File: config.mk
export PLATFORM = sky130hd
export DESIGN_NAME = hw_mode_pin_config
export DESIGN_NICKNAME = d
export VERILOG_FILES = /design/src/rtl/control_mode_pin_pkg.sv /design/src/rtl/strap_sync.sv /design/src/rtl/hw_mode_pin_config.sv
export VERILOG_INCLUDE_DIRS = /design/src /design/src/rtl
export SDC_FILE = /design/constraint.sdc
export NUM_CORES = 1
export LEC_CHECK = 0
export ABC_AREA = 1
export CAP_MARGIN = 10
export CORE_AREA = 2 2 114 72
export DETAILED_ROUTE_END_ITERATION = 10
export DIE_AREA = 0 0 116 74
export DONT_BUFFER_PORTS = 1
export PLACE_DENSITY = 0.59
export SLEW_MARGIN = 20
export SYNTH_ARGS = -nofsm -noshare
export SYNTH_HDL_FRONTEND = slang
export SYNTH_SLANG_ARGS = --single-unit
File: constraint.sdc
create_clock -name I_CORE_CLK -period 2.84 [get_ports I_CORE_CLK]
set_input_delay 0.142 -clock I_CORE_CLK [delete_from_list [all_inputs] [get_ports I_CORE_CLK]]
set_output_delay 0.142 -clock I_CORE_CLK [all_outputs]
set_load 0.005 [all_outputs]
File: src/rtl/control_mode_pin_defines.svh
`ifndef CONTROL_MODE_PIN_DEFINES_SVH
`define CONTROL_MODE_PIN_DEFINES_SVH

// primary interface format codes, {ctrl_select_pin, serial clock pin}
`define FMT_RJ24        2'h0
`define FMT_RJ20        2'h1
`define FMT_LJ24        2'h2
`define FMT_I2S24       2'h3
// word lengths in bits
`define WLEN_24         6'h18
`define WLEN_20         6'h14
// spdif transmit source codes, {route_pin_four, route_pin_three}
`define SPDIF_TX_SOURCE_SEL_SPDIF     2'h0
`define SPDIF_TX_SOURCE_SEL_ADC       2'h1
`define SPDIF_TX_SOURCE_SEL_BAD       2'h2
`define SPDIF_TX_SOURCE_SEL_PRIMARY   2'h3
// default master rate: mclk = 256 fs, 64 bit clocks per frame
`define TX_RATE_MULT    10'h100
`define TX_BCLK_FRAME   8'h40
// number of strap inputs passed through the synchroniser
`define STRAP_COUNT     10

`endif

File: src/rtl/control_mode_pin_pkg.sv
package control_mode_pin_pkg;

	typedef enum logic [1:0] {
		FMT_RIGHT24,
		FMT_RIGHT20,
		FMT_LEFT24,
		FMT_I2S24
	} fmt_type;

	typedef struct packed {
		logic       dac_source_sel;
		logic       primary_tx_source_sel;
		logic [1:0] spdif_tx_source_sel;
	} route_type;

	typedef struct packed {
		fmt_type    fmt;
		logic [5:0] word_len;
		logic       tx_master;
		logic [9:0] primary_tx_rate;
		logic [7:0] bitclk_per_frame_sel;
	} port_cfg_type;

	typedef struct packed {
		logic       route_pin_one;
		logic       route_pin_two;
		logic       route_pin_three;
		logic       route_pin_four;
		logic       ctrl_select_pin;
		logic       ctrl_sclk_pin;
		logic       ctrl_serial_in_pin;
		logic       mute_pin;
		logic       mute_pin_float;
		logic       multifunc_pin_seven;
	} strap_type;

	typedef struct packed {
		logic       hw_mode;
		route_type  route;
		port_cfg_type cfg;
		logic       secondary_en;
		logic [3:0] dac_mute;
		logic       powerdown;
		logic       tx_src_err;
		logic       mode_seen;
	} state_type;

endpackage

File: src/rtl/strap_sync.sv
`timescale 1ns/10ps
`include "control_mode_pin_defines.svh"

// three-stage synchroniser; the output only moves when stages two and three agree
module strap_sync (
	input  wire logic                        i_clk,
	input  wire logic                        i_nrst,
	input  wire logic [`STRAP_COUNT-1:0]     i_async,
	output logic      [`STRAP_COUNT-1:0]     o_sync
);
	logic [`STRAP_COUNT-1:0] s1_r;
	logic [`STRAP_COUNT-1:0] s2_r;
	logic [`STRAP_COUNT-1:0] s3_r;
	logic [`STRAP_COUNT-1:0] q_r;

	genvar g;
	generate
		for (g = 0; g < `STRAP_COUNT; g++) begin : g_bit
			always_ff @(posedge i_clk or negedge i_nrst) begin
				if (!i_nrst) begin
					s1_r[g] <= 1'b0;
					s2_r[g] <= 1'b0;
					s3_r[g] <= 1'b0;
					q_r[g]  <= 1'b0;
				end else begin
					s1_r[g] <= i_async[g];
					s2_r[g] <= s1_r[g];
					s3_r[g] <= s2_r[g];
					if (s2_r[g] == s3_r[g]) begin
						q_r[g] <= s3_r[g];
					end
				end
			end
		end
	endgenerate

	assign o_sync = q_r;
endmodule

File: src/rtl/hw_mode_pin_config.sv
`timescale 1ns/10ps
`include "control_mode_pin_defines.svh"

module hw_mode_pin_config (
	input  wire logic                   I_CORE_CLK,
	input  wire logic                   I_NRST,
	input  wire logic                   i_control_mode_pin,
	input  wire logic                   i_route_pin_one,
	input  wire logic                   i_route_pin_two,
	input  wire logic                   i_route_pin_three,
	input  wire logic                   i_route_pin_four,
	input  wire logic                   i_ctrl_select_pin,
	input  wire logic                   i_ctrl_sclk_pin,
	input  wire logic                   i_ctrl_serial_in_pin,
	input  wire logic                   i_mute_pin,
	input  wire logic                   i_mute_pin_float,
	input  wire logic                   i_multifunc_pin_seven,
	input  wire control_mode_pin_pkg::route_type  i_sw_route,
	input  wire control_mode_pin_pkg::port_cfg_type i_sw_cfg,
	input  wire logic [1:0]             i_zero_mute_select,
	input  wire logic                   i_mute_pin_disable,
	input  wire logic                   i_sw_powerdown,
	input  wire logic                   i_sw_wire_mode_out,
	input  wire logic                   i_sw_serial_out,
	input  wire logic                   i_sw_serial_out_oe,
	input  wire logic                   i_secondary_frame_clock,
	input  wire logic                   i_secondary_frame_clock_oe,
	input  wire logic                   i_gp_output_seven,
	input  wire logic                   i_gp_output_seven_sel,
	input  wire logic                   i_rx_unlock,
	input  wire logic                   i_non_audio_code,
	input  wire logic                   i_cs_bit_one,
	input  wire logic                   i_all_dac_zero_flag,
	output logic                        o_hw_mode,
	output control_mode_pin_pkg::route_type       o_route,
	output control_mode_pin_pkg::port_cfg_type    o_rx_cfg,
	output control_mode_pin_pkg::port_cfg_type    o_tx_cfg,
	output logic                        o_secondary_en,
	output logic [3:0]                  o_dac_soft_mute,
	output logic                        o_powerdown,
	output logic                        o_tx_src_err,
	output logic                        o_wire_mode_pin_o,
	output logic                        o_wire_mode_pin_oe,
	output logic                        o_ctrl_serial_out_pin_o,
	output logic                        o_ctrl_serial_out_pin_oe,
	output logic                        o_mute_pin_o,
	output logic                        o_mute_pin_oe,
	output logic                        o_multifunc_pin_seven_o,
	output logic                        o_multifunc_pin_seven_oe
);
	control_mode_pin_pkg::state_type  st_r;
	control_mode_pin_pkg::state_type  st_nxt;
	control_mode_pin_pkg::strap_type  strap;
	logic [`STRAP_COUNT:0]  sync_in;
	logic [`STRAP_COUNT:0]  sync_out;
	logic                   hw;
	logic                   zero_r;
	logic                   unlock_r;
	logic                   non_audio_r;
	logic [`STRAP_COUNT-1:0] mode_bus;

	// decode used for both directions of the primary port
	function automatic logic [5:0] fmt_len(input control_mode_pin_pkg::fmt_type f);
		fmt_len = (f == control_mode_pin_pkg::FMT_RIGHT20) ? `WLEN_20 : `WLEN_24;
	endfunction

	assign sync_in = {i_control_mode_pin, i_route_pin_one, i_route_pin_two,
		i_route_pin_three, i_route_pin_four, i_ctrl_select_pin, i_ctrl_sclk_pin,
		i_ctrl_serial_in_pin, i_mute_pin, i_mute_pin_float, i_multifunc_pin_seven};

	// mode pin gets its own synchroniser so the strap group keeps the packed struct width
	strap_sync u_sync_lo (
		.i_clk   (I_CORE_CLK),
		.i_nrst  (I_NRST),
		.i_async (sync_in[`STRAP_COUNT-1:0]),
		.o_sync  (sync_out[`STRAP_COUNT-1:0])
	);

	strap_sync u_sync_mode (
		.i_clk   (I_CORE_CLK),
		.i_nrst  (I_NRST),
		.i_async ({{(`STRAP_COUNT-1){1'b0}}, sync_in[`STRAP_COUNT]}),
		.o_sync  (mode_bus)
	);

	assign sync_out[`STRAP_COUNT] = mode_bus[0];
	assign strap = control_mode_pin_pkg::strap_type'(sync_out[`STRAP_COUNT-1:0]);
	assign hw    = sync_out[`STRAP_COUNT];

	always_comb begin
		st_nxt = st_r;
		st_nxt.hw_mode   = hw;
		st_nxt.mode_seen = 1'b1;
		if (hw) begin
			st_nxt.route.dac_source_sel        = strap.route_pin_one;
			st_nxt.route.primary_tx_source_sel = strap.route_pin_two;
			// unsupported code keeps the last legal source rather than glitching
			if ({strap.route_pin_four, strap.route_pin_three} != `SPDIF_TX_SOURCE_SEL_BAD) begin
				st_nxt.route.spdif_tx_source_sel =
					{strap.route_pin_four, strap.route_pin_three};
			end
			st_nxt.tx_src_err = ({strap.route_pin_four, strap.route_pin_three}
				== `SPDIF_TX_SOURCE_SEL_BAD);
			st_nxt.cfg.fmt = control_mode_pin_pkg::fmt_type'({strap.ctrl_select_pin,
				strap.ctrl_sclk_pin});
			st_nxt.cfg.word_len  = fmt_len(st_nxt.cfg.fmt);
			st_nxt.cfg.tx_master = strap.ctrl_serial_in_pin;
			st_nxt.cfg.primary_tx_rate      = `TX_RATE_MULT;
			st_nxt.cfg.bitclk_per_frame_sel = `TX_BCLK_FRAME;
			st_nxt.secondary_en = 1'b0;
			st_nxt.dac_mute = (strap.mute_pin && !strap.mute_pin_float) ?
				4'hf : 4'h0;
			st_nxt.powerdown = strap.multifunc_pin_seven;
		end else begin
			st_nxt.route        = i_sw_route;
			st_nxt.tx_src_err   = 1'b0;
			st_nxt.cfg          = i_sw_cfg;
			st_nxt.cfg.word_len = i_sw_cfg.word_len;
			st_nxt.secondary_en = 1'b1;
			st_nxt.dac_mute     = 4'h0;
			if (strap.mute_pin && !strap.mute_pin_float && !i_mute_pin_disable) begin
				st_nxt.dac_mute[i_zero_mute_select] = 1'b1;
			end
			st_nxt.powerdown = i_sw_powerdown;
		end
		// for the first clock after reset, software mode and powered down
		if (!st_r.mode_seen) begin
			st_nxt.powerdown = 1'b1;
		end
	end

	always_ff @(posedge I_CORE_CLK or negedge I_NRST) begin
		if (!I_NRST) begin
			st_r <= '0;
			st_r.powerdown <= 1'b1;
			st_r.cfg.primary_tx_rate <= `TX_RATE_MULT;
			st_r.cfg.bitclk_per_frame_sel <= `TX_BCLK_FRAME;
			st_r.cfg.word_len <= `WLEN_24;
			zero_r      <= 1'b0;
			unlock_r    <= 1'b1;
			non_audio_r <= 1'b0;
		end else begin
			st_r        <= st_nxt;
			zero_r      <= i_all_dac_zero_flag;
			unlock_r    <= i_rx_unlock;
			non_audio_r <= i_non_audio_code | i_cs_bit_one;
		end
	end

	assign o_hw_mode       = st_r.hw_mode;
	assign o_route         = st_r.route;
	assign o_rx_cfg        = st_r.cfg;
	assign o_tx_cfg        = st_r.cfg;
	assign o_secondary_en  = st_r.secondary_en;
	assign o_dac_soft_mute = st_r.dac_mute;
	assign o_powerdown     = st_r.powerdown;
	assign o_tx_src_err    = st_r.tx_src_err;

	// status pins swap function with the mode; in software mode the control port owns the serial out pin and the wire mode pin is released
	assign o_wire_mode_pin_o  = st_r.hw_mode ? unlock_r : i_sw_wire_mode_out;
	assign o_wire_mode_pin_oe = st_r.hw_mode;
	assign o_ctrl_serial_out_pin_o  = st_r.hw_mode ? non_audio_r : i_sw_serial_out;
	assign o_ctrl_serial_out_pin_oe = st_r.hw_mode | i_sw_serial_out_oe;

	// the float detector is the only cue that nobody drives the pin
	assign o_mute_pin_o  = zero_r;
	assign o_mute_pin_oe = strap.mute_pin_float;

	assign o_multifunc_pin_seven_o = i_gp_output_seven_sel ? i_gp_output_seven :
		i_secondary_frame_clock;
	assign o_multifunc_pin_seven_oe = !st_r.hw_mode &&
		(i_gp_output_seven_sel || i_secondary_frame_clock_oe);
endmodule

# == Word level (Yosys, flattened, before mapping) ==
# Cells that the tools add are included.
# word_totals
register_bits,87
latch_bits,0
mem_bits_rw,0
rom_bits,0
input_bits,59
output_inout_bits,74
elab_cells,99
mem_count,0
# op_classes
n_addsub,0
multipliers,0
n_div,0
order_cmp,2
eq_ne,15
shift,0
mux,11
n_bitwise,2
n_reduce_logical,8
# ops
operator,count
two-way mux 38 bit,1
two-way mux 4 bit,3
== test 1 bit,11
two-way mux 1 bit,5
logical AND 1 bit,4
"inequality test 2 bit, second input constant",2
logical NOT 1 bit,3
"< comparator 2 x 3 -> 1 bit, second input constant",1
demux 1 bit (select 2 bit),1
"== test 2 x 1 -> 1 bit, second input constant",1
"== test 2 bit, second input constant",1
">= comparator 2 x 1 -> 1 bit, second input constant",1
two-way mux 2 bit,1
bitwise OR 1 bit,2
logical OR 1 bit,1

# == Longest topological paths before layout ==
# logic_depth
word_depth,7
depth_mapped,6
ltp_nobuf,5

# == By module ==
# A second synthesis with hierarchy kept.
# hier_totals
cells_unflattened,380
area_unflattened_um2,4362.9
# modules_own_cells
module,n_inst,cells_per_inst,area_each_um2,seq_area_each_um2
strap_sync,2,80,1163.6,1001.0
hw_mode_pin_config,1,220,2035.7,1083.5

# == Worst setup path after synthesis ==
# Ideal clock, no wire load.
# synth_timing
path_type,reg-to-reg
from,reg u_sync_mode.q_r[0] (netlist: u_sync_mode.o_sync[0])
to,"reg st_r, in the netlist o_route[0]"
setup_time_ns,0.121
arrival_time_ns,0.806
required_ns,2.719
path_slack_ns,1.914
path_stages_with_launch,5
path_buffers,2
synth_period_minus_slack_ns,0.926
path_cell_list,dfrtp_1 -> buf_6 -> buf_6 -> o21ai_0 -> nand2_1
# synth_between
elab_chain_len,1
elab_cells_between_ends,2
classes_between,eq/ne (1); mux (1)
# synth_lines
element,line,rtl
from (decl),strap_sync.sv:14,logic [`STRAP_COUNT-1:0] q_r;
"from (signal, indexed assignment)",strap_sync.sv:30,q_r[g] <= s3_r[g];
inequality test 2 bit (no source line) / two-way mux 38 bit (equally long branches),n/a,
to (signal assigned),hw_mode_pin_config.sv:143,st_r <= st_nxt;
to (decl),hw_mode_pin_config.sv:51,control_mode_pin_pkg::state_type st_r;
# Several ways; a longest one is shown, not always the timed one.
# A chain may end at the register's enable or synchronous reset.

==> impl_metrics.csv <==
group,metric,value,unit
clocking,htree_levels,3,
synth,synth_edf_count,0,
global_route,grt_first_pass_wirelength,8400,microns
global_route,grt_pass1_vias,1712,
synth,yosysWarningCount,0,
placement,place_congestion,0.673,
finish,final_cell_mix,"81 x dfrtp_1, 53 x dlygate4sd3_1, 41 x nor2_1",
sta,fin_ws,1060,ps
sta,fin_crit,1780,ps
synth,synth_cell_types,18,
hold_path,holdCritStartpoint,"i_zero_mute_select[1]",
placement,placed_cells,338,
global_route,grt_overflow,0,
synth,ys_seq_area_frac,0.666,
power_and_ir_drop,irDropWorstVdd,0.514,mV
placement,post-place-ws,1510,ps
drt,post-route-drc-count,0,
die,core_area,7570,sq um
sta,fmax,0.562,GHz
die,die_x,116,microns
critical_path,startpoint,"u_sync_mode.o_sync[0]$_DFFE_PN0N_",
critical_path,cp_num_buf_inv,2,
global_route,grt_use_total,0.134,
finish,layout-drive-gt1-share,0.0867,
synth,ys.flop_type,"dfrtp_1",
critical_path,path_delay_family,"buffers and inverters",
clocking,numCtsBuffers,9,
clocking,ctsResizeCount,0,
finish,areaGrowthSynthToFinish,14.8,%
finish,layout.nets,354,
clocking,cts.clk_slew.worst_paths,60,ps
sta,finalCritPeriodShare,0.626,
clocking,clock_tree.buffer_depth,2,
sta,rsz0062_at_grt,"no",
critical_path,critical_path_arrival,1990,ps
critical_path,path_class,"flop to flop",
critical_path,cp_cell_sequence,"inv_2 > nand2_1 > nor2_1 > nand2_1 > dlygate4sd3_1 > nand2_1",
critical_path,cpMaxStageDelayCell,"dfrtp_1",
die,die-area,8580,sq um
drt,routed_via_density,4.22,
finish,fillers,702,
placement,portBuffers,0,
synth,synth_fp_nets,356,
sta,hold_viol,0,
finish,antenna_cells,0,
die,io_pins,133,
synth,avgSynthCellArea,11.0,sq um
finish,final_common_cell,"dfrtp_1",
clocking,cts_root_buffer,"clkbuf_16",
synth,synth_top_area_cell,"dfrtp_1",
sta,hold_slack,12.1,ps
synth,netlist.area_leader.share,0.618,
clocking,cts_tree,"done",
sta,setup-tns-final,0,ps
clocking,clk_latency,330,ps
drt,wl,5430,microns
drt,ant_nets,0,
die,row_count,25,
synth,syn_inst,297,
synth,synth_area_leaders,"dfrtp_1 62%, buf_4 14%, dfstp_2 4.8%",
critical_path,endpoint_kind,"flop",
critical_path,cp_max_fo,15,
drt,drt_iter0_markers,54,
finish,fin_cells,408,
power_and_ir_drop,leakage,1.82,nW
synth,synth_area,3280,sq um
critical_path,worst_ep_required_time,3050,ps
clocking,clock-sinks,87,
die,initial_core_util,0.433,
drt,avgRoutedWirePerCell,13.3,microns
global_route,grt_max_degree,88,
power_and_ir_drop,p_per_area,734,nW/um^2
critical_path,critical-path-max-stage-delay,620,ps
critical_path,worst_r2r_startpoint,"u_sync_mode.o_sync[0]$_DFFE_PN0N_",
run,cap_violations,0,
drt,drtPass1Iterations,4,
die,die_h,74,microns
placement,dp_hpwl,3330,microns
synth,postSynth.asyncResetShare,1.00,
sta,finClkSkew,4.05,ps
sta,drv_slew,0,
sta,setup_viol,0,
global_route,antenna_found_initial,0,
drt,vias,1721,
critical_path,crit_top_cell,"nand2_1",
hold_path,worstHoldPathType,"primary input to flop",
status,outcome,"complete, no violations",
critical_path,startpoint_type,"flop",
finish,utilization,0.497,
synth,ys_ff_latch,87,
-- metal layers --
metal  vias to the layer above  share of wire  routed length [microns]  GRT usage
met5                         -              0                        0          0
met2                        85           0.47                     2570      0.214
li1                        820              -                        -          -
met3                         7          0.094                      508     0.0725
met4                         0          0.011                       59     0.0437
met1                       809           0.42                     2290      0.159
-- worst paths after layout --
kind	depth (start not counted)	endpoint	slack [ps]
max	6	o_dac_soft_mute[1]$_DFF_PN0_	1060
min	4	o_dac_soft_mute[3]$_DFF_PN0_	10
max reg2reg	6	o_dac_soft_mute[1]$_DFF_PN0_	1060
min reg2reg	0	u_sync_lo.s2_r[3]$_DFF_PN0_	350
max in group asynchronous	2	o_powerdown$_DFF_PN1_	2110
min in group asynchronous	2	u_sync_lo.o_sync[2]$_DFFE_PN0N_	400
-- worst min-delay path, stage by stage --
cell     delay (ps)
nand2_1          30
inv_1            40
nand2_1          40
nand2_1          50
-- synth_stat cells (2+ instances only) --
cell and n:
dfstp_2 6, or2_2 2, nand2_1 40, buf_2 2, or2_1 3, inv_1 31
o21ai_1 2, buf_4 63, o21ai_0 5, nand3_1 3, dfrtp_1 81, nor2_1 41
buf_6 3, a21oi_1 11
-- power by group --
part | internal (W) | total [W] | switching, W
sequential | 0.00134 | 0.00142 | 0.0000772
clock | 0.000703 | 0.00116 | 0.000455
combinational | 0.0000891 | 0.000186 | 0.0000967
total | 0.00214 | 0.00276 | 0.000628
-- sequential cells by signal (all words and copies together), names as in the netlist, 4 cells and up --
register and flops:
u_sync_lo.s2_r 10, o_rx_cfg 27, o_route 4, o_dac_soft_mute 4, u_sync_lo.o_sync 10, u_sync_lo.s1_r 10, u_sync_lo.s3_r 10
-- repair_timing --
action	4_1_cts	5_1_grt
setup buffers	0	0
endpoints found under the hold margin	137	0
hold buffers	54	0
-- area by class of cell --
class	instances	area [sq um]	area share
clock buffer	11	243	0.0645
sequential	87	2180	0.580
timing repair buffer	55	566	0.150
inverter	32	120	0.0319
tap	108	135	0.0359
multi-input combinational	110	459	0.122
clock inverter	5	57.6	0.0153
-- cells by family after synthesis --
family          share of synthesized area
compound gates                     0.0320
buf+inv                             0.194
flops                               0.666
other cells                       0.00114
simple gates                        0.107
-- through the flow --
step | total power [W] | area (sq um)
finish | 0.00276 | 3760
global route | 0.00292 | 3760
CTS | 0.00281 | 3760
detailed placement | 0.00155 | 2910
global placement | 0.00154 | 2910
floorplan | 0.00163 | 3280
Note: power is estimated with default switching activity, not from simulation.
